`src/common/cmb_map.svh`:
```
`ifndef CMB_MAP_SVH
`define CMB_MAP_SVH

// Command codes.
`define CMB_CODE_CLEAR_FAULTS  8'h03
`define CMB_CODE_STORE_ALL     8'h11
`define CMB_CODE_RESTORE_ALL   8'h12
`define CMB_CODE_VOUT_COMMAND  8'h21
`define CMB_CODE_MARGIN_HIGH   8'hD5
`define CMB_CODE_MARGIN_LOW    8'hD6
`define CMB_CODE_OPTIONS       8'hE5
`define CMB_CODE_MISC          8'hF0

// Miscellaneous options register fields.
`define CMB_MISC_OV_BEHAVIOUR  0
`define CMB_MISC_TRIM_LSB      1
`define CMB_MISC_LEVEL_SHIFT   4
`define CMB_MISC_SYNC_OUT      6
`define CMB_MISC_SYNC_IN       7
`define CMB_MISC_SYNC_MASK     8
`define CMB_MISC_WMASK         16'h01D7
`define CMB_MISC_RESET         16'h0013

// Options register fields.
`define CMB_OPT_AUTO_ALERT     7
`define CMB_OPT_RANGE_LSB      8
`define CMB_OPT_CMD_RESTORE    11
`define CMB_OPT_MARGIN_LOW     13
`define CMB_OPT_MARGIN_HIGH    14
`define CMB_OPT_WMASK          16'h6B80
`define CMB_OPT_RESET          16'h0180

// Restore values.
`define CMB_MARGIN_LOW_VAL0    16'hFFF7
`define CMB_MARGIN_LOW_VAL1    16'hFFF1
`define CMB_MARGIN_HIGH_VAL0   16'h0009
`define CMB_MARGIN_HIGH_VAL1   16'h000F
`define CMB_VOUT_DEFAULT       16'h0200

// Timing.
`define CMB_CLK_PERIOD_NS      4
`define CMB_SYNC_LOSS_NS       8000
`define CMB_SYNC_LOSS_CYC      (`CMB_SYNC_LOSS_NS / `CMB_CLK_PERIOD_NS)

`endif

```
`src/common/cmb_pkg.sv`:
```
package cmb_pkg;
	typedef enum logic [1:0] {
		CMB_DIV_HALF,
		CMB_DIV_QUARTER,
		CMB_DIV_EIGHTH
	} cmb_div_type;
endpackage : cmb_pkg

```
`src/verilog/cmb_config.sv`:
```
`timescale 1ns/1ps
`include "cmb_map.svh"

module cmb_config
	import cmb_pkg::*;
#(
	parameter logic [7:0] FREERUN_HALF = 8'h20
) (
	// Clock and reset.
	input  wire logic        clock,
	input  wire logic        rst,
	// Command port.
	input  wire logic        cmd_valid,
	input  wire logic        cmd_write,
	input  wire logic [7:0]  cmd_code,
	input  wire logic [15:0] cmd_wdata,
	output logic             rsp_valid_q,
	output logic [15:0]      rsp_data_q,
	// Converter events.
	input  wire logic [1:0]  loop_scale_code,
	input  wire logic        fault_shutdown,
	input  wire logic        fault_restart,
	input  wire logic        control_shutdown,
	input  wire logic        low_vin,
	input  wire logic        ov_fault_det,
	input  wire logic        ov_action_ignore,
	input  wire logic        output_startup,
	input  wire logic        disable_state,
	input  wire logic        feedback_below_limit,
	input  wire logic        driver_switching,
	input  wire logic        ara_done,
	input  wire logic [7:0]  fault_sources,
	// Sync pin.
	input  wire logic        sync_in,
	output logic             sync_out_q,
	output logic             sync_oe_q,
	// Controls and status.
	output cmb_div_type      meas_divider_q,
	output logic [15:0]      vout_command_q,
	output logic [15:0]      margin_high_q,
	output logic [15:0]      margin_low_q,
	output logic             lowside_fet_on_q,
	output logic [2:0]       oc_trim_eighths_q,
	output logic             level_shifter_on_q,
	output logic             pwm_clk_q,
	output logic             sync_fault_q,
	output logic             smbalert_q
);
	logic [15:0] misc_q, misc_d, opt_q, opt_d, nvm_misc_q, nvm_misc_d, nvm_opt_q, nvm_opt_d;
	logic [15:0] vout_d, mhi_d, mlo_d, rsp_data_d;
	logic [7:0]  fr_cnt_q, fr_cnt_d, alert_mask_q, alert_mask_d;
	logic [11:0] loss_cnt_q, loss_cnt_d;
	logic        rsp_valid_d, fet_d, ls_d, sw_prev_q, freerun_q, freerun_d;
	logic        pwm_d, sync_fault_d, alert_d, sync_oe_d, sync_out_d, lost;
	logic [2:0]  trim_d;
	cmb_div_type div_d;
	logic        sync_lvl, sync_rise, feedback_low;

	cmb_sync_edge u_sync_pin (
		.clock    (clock),
		.rst      (rst),
		.async_in (sync_in),
		.level_q  (sync_lvl),
		.rise_q   (sync_rise)
	);

	cmb_sync_edge u_feedback_cmp (
		.clock    (clock),
		.rst      (rst),
		.async_in (feedback_below_limit),
		.level_q  (feedback_low),
		.rise_q   ()
	);

	function automatic logic is_write(input logic [7:0] code);
		return cmd_valid && cmd_write && (cmd_code == code);
	endfunction : is_write

	assign lost = (loss_cnt_q == 12'(`CMB_SYNC_LOSS_CYC));

	always_comb begin
		misc_d       = misc_q;
		opt_d        = opt_q;
		nvm_misc_d   = nvm_misc_q;
		nvm_opt_d    = nvm_opt_q;
		vout_d       = vout_command_q;
		mhi_d        = margin_high_q;
		mlo_d        = margin_low_q;
		rsp_valid_d  = cmd_valid && !cmd_write;
		rsp_data_d   = 16'h0000;
		if (cmd_valid && !cmd_write) begin
			case (cmd_code)
				`CMB_CODE_MISC:         rsp_data_d = misc_q;
				`CMB_CODE_OPTIONS:      rsp_data_d = opt_q;
				`CMB_CODE_VOUT_COMMAND: rsp_data_d = vout_command_q;
				`CMB_CODE_MARGIN_HIGH:  rsp_data_d = margin_high_q;
				`CMB_CODE_MARGIN_LOW:   rsp_data_d = margin_low_q;
				default:                rsp_data_d = 16'h0000;
			endcase
		end
		if (is_write(`CMB_CODE_MISC)) begin
			misc_d = cmd_wdata & `CMB_MISC_WMASK;
		end
		if (is_write(`CMB_CODE_OPTIONS)) begin
			opt_d = cmd_wdata & `CMB_OPT_WMASK;
		end
		if (is_write(`CMB_CODE_VOUT_COMMAND)) begin
			vout_d = cmd_wdata;
		end
		if (is_write(`CMB_CODE_MARGIN_HIGH)) begin
			mhi_d = cmd_wdata;
		end
		if (is_write(`CMB_CODE_MARGIN_LOW)) begin
			mlo_d = cmd_wdata;
		end
		if (is_write(`CMB_CODE_STORE_ALL)) begin
			nvm_misc_d = misc_q;
			nvm_opt_d  = opt_q;
		end
		if (is_write(`CMB_CODE_RESTORE_ALL)) begin
			misc_d = nvm_misc_q;
			opt_d  = nvm_opt_q;
			vout_d = `CMB_VOUT_DEFAULT;
			mlo_d  = nvm_opt_q[`CMB_OPT_MARGIN_LOW] ? `CMB_MARGIN_LOW_VAL1
				: `CMB_MARGIN_LOW_VAL0;
			mhi_d  = nvm_opt_q[`CMB_OPT_MARGIN_HIGH] ? `CMB_MARGIN_HIGH_VAL1
				: `CMB_MARGIN_HIGH_VAL0;
		end
		if (opt_q[`CMB_OPT_CMD_RESTORE]
			&& (fault_shutdown || fault_restart || control_shutdown || low_vin)) begin
			vout_d = `CMB_VOUT_DEFAULT;
		end
		case (opt_q[`CMB_OPT_RANGE_LSB +: 2])
			2'b11:   div_d = CMB_DIV_HALF;
			2'b10:   div_d = CMB_DIV_QUARTER;
			2'b01:   div_d = CMB_DIV_EIGHTH;
			default: begin
				case (loop_scale_code)
					2'b01:   div_d = CMB_DIV_QUARTER;
					2'b10:   div_d = CMB_DIV_EIGHTH;
					default: div_d = CMB_DIV_HALF;
				endcase
			end
		endcase
		fet_d = lowside_fet_on_q;
		if (misc_q[`CMB_MISC_OV_BEHAVIOUR]) begin
			if (feedback_low) begin
				fet_d = 1'b0;
			end
		end else if (output_startup
			|| (is_write(`CMB_CODE_CLEAR_FAULTS) && disable_state)) begin
			fet_d = 1'b0;
		end
		if (ov_fault_det && !ov_action_ignore) begin
			fet_d = 1'b1;
		end
		case (misc_q[`CMB_MISC_TRIM_LSB +: 2])
			2'b01:   trim_d = 3'h1;
			2'b10:   trim_d = 3'h6;
			2'b11:   trim_d = 3'h7;
			default: trim_d = 3'h0;
		endcase
		ls_d = level_shifter_on_q;
		if (driver_switching && !sw_prev_q) begin
			ls_d = misc_q[`CMB_MISC_LEVEL_SHIFT];
		end
		fr_cnt_d  = fr_cnt_q + 8'h01;
		freerun_d = freerun_q;
		if (fr_cnt_q >= FREERUN_HALF - 8'h01) begin
			fr_cnt_d  = 8'h00;
			freerun_d = ~freerun_q;
		end
		sync_oe_d  = misc_q[`CMB_MISC_SYNC_OUT];
		sync_out_d = misc_q[`CMB_MISC_SYNC_OUT] & freerun_q;
		loss_cnt_d = loss_cnt_q;
		if (!misc_q[`CMB_MISC_SYNC_IN] || sync_rise) begin
			loss_cnt_d = 12'h000;
		end else if (!lost) begin
			loss_cnt_d = loss_cnt_q + 12'h001;
		end
		sync_fault_d = lost && !misc_q[`CMB_MISC_SYNC_MASK];
		if (misc_q[`CMB_MISC_SYNC_IN] && !sync_fault_d) begin
			pwm_d = sync_lvl;
		end else begin
			pwm_d = freerun_q;
		end
		alert_mask_d = alert_mask_q;
		if (is_write(`CMB_CODE_CLEAR_FAULTS)) begin
			alert_mask_d = 8'h00;
		end
		if (ara_done && opt_q[`CMB_OPT_AUTO_ALERT]) begin
			alert_mask_d = alert_mask_q | fault_sources;
		end
		alert_d = |(fault_sources & ~alert_mask_q);
	end

	always_ff @(posedge clock or posedge rst) begin
		if (rst) begin
			misc_q             <= `CMB_MISC_RESET;
			opt_q              <= `CMB_OPT_RESET;
			nvm_misc_q         <= `CMB_MISC_RESET;
			nvm_opt_q          <= `CMB_OPT_RESET;
			vout_command_q     <= `CMB_VOUT_DEFAULT;
			margin_high_q      <= `CMB_MARGIN_HIGH_VAL0;
			margin_low_q       <= `CMB_MARGIN_LOW_VAL0;
			rsp_valid_q        <= 1'b0;
			rsp_data_q         <= 16'h0000;
			meas_divider_q     <= CMB_DIV_HALF;
			lowside_fet_on_q   <= 1'b0;
			oc_trim_eighths_q  <= 3'h0;
			level_shifter_on_q <= 1'b0;
			sw_prev_q          <= 1'b0;
			fr_cnt_q           <= 8'h00;
			freerun_q          <= 1'b0;
			sync_oe_q          <= 1'b0;
			sync_out_q         <= 1'b0;
			loss_cnt_q         <= 12'h000;
			sync_fault_q       <= 1'b0;
			pwm_clk_q          <= 1'b0;
			alert_mask_q       <= 8'h00;
			smbalert_q         <= 1'b0;
		end else begin
			misc_q             <= misc_d;
			opt_q              <= opt_d;
			nvm_misc_q         <= nvm_misc_d;
			nvm_opt_q          <= nvm_opt_d;
			vout_command_q     <= vout_d;
			margin_high_q      <= mhi_d;
			margin_low_q       <= mlo_d;
			rsp_valid_q        <= rsp_valid_d;
			rsp_data_q         <= rsp_data_d;
			meas_divider_q     <= div_d;
			lowside_fet_on_q   <= fet_d;
			oc_trim_eighths_q  <= trim_d;
			level_shifter_on_q <= ls_d;
			sw_prev_q          <= driver_switching;
			fr_cnt_q           <= fr_cnt_d;
			freerun_q          <= freerun_d;
			sync_oe_q          <= sync_oe_d;
			sync_out_q         <= sync_out_d;
			loss_cnt_q         <= loss_cnt_d;
			sync_fault_q       <= sync_fault_d;
			pwm_clk_q          <= pwm_d;
			alert_mask_q       <= alert_mask_d;
			smbalert_q         <= alert_d;
		end
	end
endmodule : cmb_config

```
`src/verilog/cmb_sync_edge.sv`:
```
`timescale 1ns/1ps

module cmb_sync_edge (
	// Clock and reset.
	input  wire logic clock,
	input  wire logic rst,
	// Asynchronous input.
	input  wire logic async_in,
	// Synchronised level and rising-edge pulse.
	output logic      level_q,
	output logic      rise_q
);
	logic meta_q;
	logic sync2_q;

	always_ff @(posedge clock or posedge rst) begin
		if (rst) begin
			meta_q  <= 1'b0;
			sync2_q <= 1'b0;
			level_q <= 1'b0;
			rise_q  <= 1'b0;
		end else begin
			meta_q  <= async_in;
			sync2_q <= meta_q;
			level_q <= sync2_q;
			rise_q  <= sync2_q & ~level_q;
		end
	end
endmodule : cmb_sync_edge
```
`config.mk`:
```
export PLATFORM = sky130hd
export DESIGN_NAME = cmb_config
export DESIGN_NICKNAME = d
export VERILOG_FILES = /design/src/common/cmb_pkg.sv /design/src/verilog/cmb_config.sv /design/src/verilog/cmb_sync_edge.sv
export VERILOG_INCLUDE_DIRS = /design/src /design/src/common
export SDC_FILE = /design/constraint.sdc
export NUM_CORES = 1
export LEC_CHECK = 0
export ABC_AREA = 1
export BUFFER_PORTS_ARGS = -buffer_cell sky130_fd_sc_hd__buf_4
export CORE_ASPECT_RATIO = 0.7
export CORE_UTILIZATION = 40
export CTS_BUF_LIST = sky130_fd_sc_hd__clkbuf_2
export DETAILED_ROUTE_END_ITERATION = 10
export MAX_ROUTING_LAYER = met4
export SKIP_CTS_REPAIR_TIMING = 1
export SKIP_LAST_GASP = 1
export SLEW_MARGIN = 30
export SYNTH_ARGS = -nofsm -noshare
export SYNTH_HDL_FRONTEND = slang
export SYNTH_SLANG_ARGS = --single-unit
export TNS_END_PERCENT = 10
```
`constraint.sdc`:
```
create_clock -name clock -period 10.1 [get_ports clock]
set_clock_uncertainty 0.2 [all_clocks]
set_input_delay 1.01 -clock clock [delete_from_list [all_inputs] [get_ports clock]]
set_output_delay 1.01 -clock clock [all_outputs]
set_load 0.1 [all_outputs]
```
==> flow_summary.toml, run 1 <==
[floorplanning]
pin_count = 127
die_area_um2 = 20800
initial_utilization_pct = 40.8
core_um2 = 19800
num_rows = 43
die-height_um = 121
fp.dieW_um = 172

[power_and_ir_drop]
pwr-share-seq_pct = 48.9
p_switching_mw = 0.698
p_per_area_nw_per_um2 = 180
power_mw = 1.70
clockPowerShare_pct = 23.0
p_leak_nw = 4.79
switching_share_pct = 41.1
vdd_drop_max_uv = 71.2
combinationalPowerShare_pct = 28.1
p_int_mw = 0.999

[route]
routedWlPerCell_um = 16.2
routed_via_density = 4.99
drt_iter0_drc = 641
drcViolationCount = 0
vias = 6648
ant_nets = 0
drt-total-wl_um = 21600
drt_first_pass_iters = 6

[sta]
tns_ns = 0
setup_viol = 0
hold_viol = 0
fin_crit_sh_pct = 28.7
max_slew_margin_pct = 39.3
clock.fmax_ghz = 0.345
rsz0062_at_grt = "false"
period_minus_slack_ns = 2.90
slew_viol_final = 0
worstMarginPinSlew_ns = 0.910

[global_route]
antenna_found_initial = 1
grt_pass1_wl_um = 34100
grt_pass1_vias = 6172
grt_max_degree = 98
grt_usage_pct = 22.5
met1_usage_pct = 33.2
grt_overflow = 0
grt.met3_usage_pct = 5.45
met2_usage_pct = 31.0
top_usage_layer = "met1"

[critical_path]
r2r_slack_ns = 8.24
cp_top_family = "flip-flops"
path_cells = "buf_4"
arrival_ns = 1.69
end_kind = "primary output"
path_class = "flip-flop to primary output"
crit_buf_inv = 1
crit_slowest_cell = "dfstp_2"
required_ns = 8.89
start_kind = "flip-flop"
crit_path_max_fanout = 3
cpPeakStageDelay_ns = 0.64

[clocking]
numCtsBuffers = 17
clkTransAtPathRegs_ns = 0.27
cts_tree = "built"
ctsLongestPathBuffers = 2
cts-root-buf = "clkbuf_2"
cts_sinks = 177
htreeDepth = 4
worst_skew_pair.late_latency_ns = 0.75

[cells_and_area]
ff_latch_area_um2 = 4460
fillers = 1969
area_delta_synth_final_pct = 16.5
multiInputGateArea_um2 = 2970
final_net_count = 1102
final_cells = 1333
drive_above_1_share_pct = 22.6

[synthesis]
ys_top_cells_by_area = "dfrtp_1 46%, nand2_1 9.4%, dfstp_2 9.1%"
synth_edf_count = 0
seq_area_frac_synth_pct = 55.2
synthCells = 935
syn_area_per_cell_um2 = 8.64
yosysTopAreaCellShare_pct = 46.1
ys_seq_elements = 177
yosysUniqueCellTypes = 38
yosysWarnings = 0
synth.largest_area_cell = "dfrtp_1"
syn_area_um2 = 8080
synth_ff_type = "dfrtp_1"
synthArstFlopShare_pct = 100

[worst_hold_path]
min_path_type = "input port to async pin"

[place]
hpwlAfterDp_um = 14900
numPortBuffers = 126
place_congestion = 0.880
dp.cells = 1300

[flow_run]
max_cap_viol_count = 0

[run_status]
status = "finished clean"
synthesized netlist by cell type, drive strengths merged (2+ instances only):
cell type	number
nor2	121
nor3	8
xor2	2
nor3b	2
dfrtp	149
nand4	3
nand2	223
a31oi	2
buf	27
o21ai	107
clkinv	2
o22ai	4
a21oi	22
ha	3
clkbuf	8
nand3	114
inv	104
dfstp	28
final timing paths:
path,start,end,depth (start not counted)
max,margin_low_q[6],margin_low_q[6],1
min,rst,u_sync_pin.meta_q,2
max reg2reg,misc_q[7],loss_cnt_q[1],6
min reg2reg,u_feedback_cmp.sync2_q,u_feedback_cmp.level_q,0
max in group asynchronous,rst,vout_command_q[10],3
min in group clock,sync_in,u_sync_pin.meta_q,1
kinds of logic after synthesis:
group,after synthesis,share of synthesized area [%]
and+or+nand+nor,473,26.9
AOI/OAI and AO/OA,138,9.06
xor gates and xnor gates,2,0.217
other,1,0.0464
buffers and inverters,141,8.08
adders and majority gates,3,0.465
DFF,177,55.2
power by group through the flow:
stage | logic, mW | clock network (mW) | registers [mW]
finish | 0.478 | 0.391 | 0.829
global route | 0.503 | 0.432 | 0.837
CTS | 0.480 | 0.407 | 0.829
detailed placement | 0.479 | 0 | 0.841
global placement | 0.477 | 0 | 0.840
floorplan | 0.0931 | 0 | 1.10
cell usage in the layout (no fill, tap or decap), types with 3 or more instances in the layout:
cell,Yosys,routed
nand2_1,203,203
dfrtp_1,149,149
buf_4,5,128
nor2_1,109,109
nand3_1,109,109
inv_1,100,99
o21ai_0,78,78
dfstp_2,28,28
o21ai_1,23,23
a21oi_1,22,22
clkbuf_2,1,17
nand2_2,16,16
nor3_1,8,8
inv_6,0,7
o21ai_2,6,6
nor2_8,5,5
inv_2,4,4
nor2_2,4,4
nand2_4,4,4
clkinv_4,2,4
o22ai_1,4,4
nand3_2,3,3
nor2_4,3,3
nand4_1,3,3
ha_1,3,3
routing by layer:
| layer | part of all wire [%] | wire [um] |
|---|---|---|
| met5 | 0 | 0 |
| met3 | 7.6 | 1640 |
| met2 | 41 | 8860 |
| met1 | 50 | 10800 |
| met4 | 1.3 | 282 |
area by class of cell:
| type | instances | area share, % |
|---|---|---|
| Sequential cell | 177 | 47.4 |
| Tap cell | 270 | 3.59 |
| Antenna cell | 1 | 0.0266 |
| Multi-Input combinational cell | 618 | 31.5 |
| Clock buffer | 17 | 0.904 |
| Timing Repair Buffer | 129 | 10.3 |
| Inverter | 106 | 4.41 |
| Clock inverter | 15 | 1.81 |
flip-flops by register name, summed over array words and instances (netlist names), 2 cells and up:
| register | count |
|---|---|
| alert_mask_q | 8 |
| fr_cnt_q | 8 |
| loss_cnt_q | 12 |
| margin_high_q | 16 |
| margin_low_q | 16 |
| meas_divider_q | 2 |
| misc_q | 16 |
| nvm_misc_q | 16 |
| nvm_opt_q | 16 |
| oc_trim_eighths_q | 2 |
| opt_q | 16 |
| rsp_data_q | 16 |
| vout_command_q | 16 |
through the flow:
stage / util, % / setup WS, ns / hold WS [ns] / instance area [um2]
2_1_floorplan: - / 4.13 / 0.131 / 8080
3_3_place_gp: 46.2 / 6.97 / 0.134 / 9150
3_5_place_dp: 46.2 / 6.95 / 0.135 / 9150
4_1_cts: 47.5 / 7.12 / 0.0722 / 9410
5_1_grt: 47.5 / 7.08 / 0.00716 / 9410
6_report: 47.5 / 7.20 / 0.120 / 9410
Power figures use the tool's default switching activity.
==> inputs of run 2 (changes only) <==
- clock period: 10.1 -> 2.77 ns (I/O delays scaled with it)
==> run 2 against run 1 <==
Against the previous run: utilization up 4.7 points; final cell count up 6.8%; critical endpoint is now misc_q[1]; total power rose to 3.8 times the previous value; die area unchanged; setup slack worse by 7.2 ns; non-clock buffer count up 91; first-iteration DRC count up 22%; largest cell class unchanged.
==> flow_summary.toml, run 2 (synthesized netlist as in run 1, its figures left out) <==
[route]
routed_via_density = 4.88
routedWlPerCell_um = 16.3
drcViolationCount = 0
drt-total-wl_um = 23200
drt_first_pass_iters = 7
ant_nets = 0
drt_iter0_drc = 782
vias = 6952

[floorplanning]
num_rows = 43
core_um2 = 19800
die_area_um2 = 20800
initial_utilization_pct = 40.8
pin_count = 127
fp.dieW_um = 172
die-height_um = 121

[critical_path]
crit_path_max_fanout = 3
start_kind = "input port"
arrival_ns = 3.26
path_class = "input port to flip-flop"
required_ns = 3.30
end_kind = "flip-flop"

[cells_and_area]
drive_above_1_share_pct = 21.5
final_util_pct = 52.3
final_common_cell = "nand2_1"
final_net_count = 1193
area_delta_synth_final_pct = 28.1
final_cell_mix = "203 x nand2_1, 149 x dfrtp_1, 135 x buf_4"

[sta]
setup_viol = 0
slew_viol_final = 0
hold_viol = 0
clock.fmax_ghz = 0.366
setup_slack_ns = 0.0358
rsz0062_at_grt = "false"
tns_ns = 0
hold-worst-slack_ns = 0.0155
max_slew_margin_pct = 54.5
fin_crit_sh_pct = 98.7
worstMarginPinSlew_ns = 0.679
period_minus_slack_ns = 2.73

[clocking]
ctsLongestPathBuffers = 2
cts_sinks = 177
clkTransAtPathRegs_ns = 0.25
numCtsBuffers = 17
htreeDepth = 4
cts_tree = "built"
cts-root-buf = "clkbuf_2"
worst_skew_pair.late_latency_ns = 0.79

[place]
hpwlAfterDp_um = 15500
pre_cts_ws_ns = 0.582
place_congestion = 0.874
numPortBuffers = 126

[power_and_ir_drop]
power_mw = 6.47
p_per_area_nw_per_um2 = 625
vdd_drop_max_uv = 241
p_leak_nw = 5.20

[global_route]
grt_usage_pct = 22.8
antenna_found_initial = 1
grt_pass1_wl_um = 34300
grt_max_degree = 80
grt_pass1_vias = 6046
grt_overflow = 0

[run_status]
status = "finished clean"

[worst_hold_path]
min_path_type = "input port to flip-flop"

[flow_run]
max_cap_viol_count = 0
[run 2: final timing paths]
path                                        from                      to  slack (ns)  cells past startpoint
min reg2reg                u_feedback_cmp.meta_q  u_feedback_cmp.sync2_q        0.19                      0
max in group asynchronous                    rst         margin_low_q[8]        1.18                      5
max                                  cmd_code[5]               misc_q[1]        0.04                     11
max reg2reg                            opt_q[11]       vout_command_q[0]        0.21                      8
min in group asynchronous                    rst   u_feedback_cmp.meta_q        0.42                      4
min                                fault_restart       vout_command_q[9]        0.02                      7
[run 2: metrics by stage]
step	std cells	instance area (um2)
after detailed placement	1308	9230
after global routing	1424	10400
final	1424	10400
after floorplan	936	8090
after CTS	1340	9520
after global placement	1308	9230
[run 2: report_power, final]
part,switching (mW),leakage (nW),internal (mW),total (mW)
logic,1.42,2.84,0.478,1.90
clock network,1.00,0.170,0.545,1.55
registers,0.178,2.20,2.85,3.03
[run 2: worst max-delay path: stages]
cell	delay [ns]
dlygate4sd3_1	0.56
buf_4	0.13
nand2_1	0.04
dlygate4sd3_1	0.58
nor2_2	0.13
dlygate4sd3_1	0.63
nand3_2	0.09
dlygate4sd3_1	0.57
inv_1	0.07
nand3_1	0.08
nand3_1	0.11
[run 2: metal layers]
| layer | routed length, um | part of all wire, % | track usage (%) |
|---|---|---|---|
| met5 | 0 | 0 | - |
| met4 | 342 | 1.5 | 4.70 |
| met3 | 1800 | 7.8 | 4.31 |
| met2 | 9690 | 42 | 30.7 |
| met1 | 11300 | 49 | 35.2 |
[run 2: cell type report]
cell class	instances	area, um2
Multi-Input combinational cell	618	2970
Clock buffer	17	85.1
Antenna cell	1	2.50
Tap cell	270	338
Clock inverter	15	199
Inverter	106	412
Fill cell	1930	9450
Sequential cell	177	4460
Timing Repair Buffer	220	1880
==> inputs of run 3 (changes only) <==
- clock period: 2.77 -> 2.89 ns (I/O delays scaled with it)
==> run 3 against run 2 <==
Against the previous run: sequential cell count unchanged; utilization down 0.27 points; sequential share of layout area grew 0.22 points; critical endpoint is now vout_command_q[15]; first-iteration DRC count fell by 3.2%; count of clock-buffer cells in the layout is 2 higher; hold slack got worse by 0.0050 ns; highest routed layer unchanged; largest cell class unchanged; critical path type unchanged; setup slack lost 0.0029 ns; sequential power is 4% lower.
==> flow_summary.toml, run 3 (synthesized netlist as in run 1, its figures left out) <==
[floorplanning]
die_area_um2 = 20800
core_um2 = 19800
pin_count = 127
num_rows = 43
die-height_um = 121
initial_utilization_pct = 40.8
fp.dieW_um = 172

[route]
routedWlPerCell_um = 16.2
drt_iter0_drc = 757
ant_nets = 0
drt_first_pass_iters = 6
routed_via_density = 4.94
drcViolationCount = 0
drt-total-wl_um = 23000
vias = 7008

[sta]
max_slew_margin_pct = 49.0
setup_slack_ns = 0.0328
worstMarginPinSlew_ns = 0.763
period_minus_slack_ns = 2.86
clock.fmax_ghz = 0.350
hold_viol = 0
tns_ns = 0
setup_viol = 0
fin_crit_sh_pct = 98.9
hold-worst-slack_ns = 0.0105
slew_viol_final = 0

[clocking]
worst_skew_pair.late_latency_ns = 0.77
cts-root-buf = "clkbuf_2"
htreeDepth = 4
cts_sinks = 177
clkTransAtPathRegs_ns = 0.25
numCtsBuffers = 17
ctsLongestPathBuffers = 2
cts_tree = "built"

[flow_run]
max_cap_viol_count = 0

[cells_and_area]
final_cell_area_um2 = 10300
drive_above_1_share_pct = 21.6
final_cells = 1419
final_util_pct = 52.0
final_common_cell = "nand2_1"
final_cell_mix = "203 x nand2_1, 149 x dfrtp_1, 134 x buf_4"
area_delta_synth_final_pct = 27.5
final_net_count = 1188

[critical_path]
path_class = "input port to flip-flop"
required_ns = 3.41
arrival_ns = 3.37
start_kind = "input port"
end_kind = "flip-flop"
crit_path_max_fanout = 13

[run_status]
status = "finished clean"

[power_and_ir_drop]
power_mw = 6.15
p_per_area_nw_per_um2 = 597
vdd_drop_max_uv = 328
p_leak_nw = 5.18

[place]
placedInstanceArea_um2 = 9250
numPortBuffers = 126
hpwlAfterDp_um = 15500
place_congestion = 0.864
dp.cells = 1308
pre_cts_ws_ns = 0.679

[global_route]
antenna_found_initial = 1
grt_max_degree = 62
grt_usage_pct = 22.7
grt_pass1_vias = 6095
grt_pass1_wl_um = 34300
grt_overflow = 0

[worst_hold_path]
min_path_type = "input port to flip-flop"
## run 3: changes by cell type in the layout (fill, tap and decap cells not counted), sizes merged
cell and delta:
dlygate4sd3 -5, inv -3, clkbuf +2, clkinv +1
## run 3: layout make-up
cell class,count,area [um2]
fillers,1880,9500
flip-flops and latches,177,4460
multi-input cells,618,2970
repair buffers,215,1850
inverters,106,412
well taps,270,338
clock inverters,13,174
clock buffers,19,95.1
diodes,1,2.50
## run 3: critical path: stages
cell and delay, ns:
dlygate4sd3_1 0.52, buf_4 0.11, nand2_2 0.05, dlygate4sd3_1 0.62, nor2_4 0.28, nand3_2 0.17, nor2_2 0.54, nand2_1 0.11
o21ai_1 0.10, dlygate4sd3_1 0.57
## run 3: path summary, 6_finish.rpt
check	start	to	slack [ns]	depth (start not counted)
setup / recovery	cmd_code[0]	vout_command_q[15]	0.03	10
hold / removal	cmd_code[1]	alert_mask_q[0]	0.01	6
setup reg to reg	opt_q[11]	vout_command_q[15]	0.62	6
hold reg to reg	u_sync_pin.meta_q	u_sync_pin.sync2_q	0.20	0
max in group asynchronous	rst	nvm_opt_q[7]	1.14	5
min in group asynchronous	rst	u_feedback_cmp.meta_q	0.54	4
## run 3: power by group
part | internal, mW | leakage [nW] | switching [mW] | total (mW)
clock | 0.511 | 0.164 | 0.923 | 1.43
sequential | 2.73 | 2.20 | 0.166 | 2.90
combinational | 0.451 | 2.82 | 1.37 | 1.82
## run 3: per-layer routing
metal  global-route usage [%]  share of wire (%)  up-vias  wire length [um]
met5                        -                  0        -                 0
met4                     4.31               0.73        0               167
met3                     4.37                7.3       19              1690
met2                     29.8                 42      268              9600
met1                     35.8                 50     3331             11600
li1                         -                  -     3390                 -
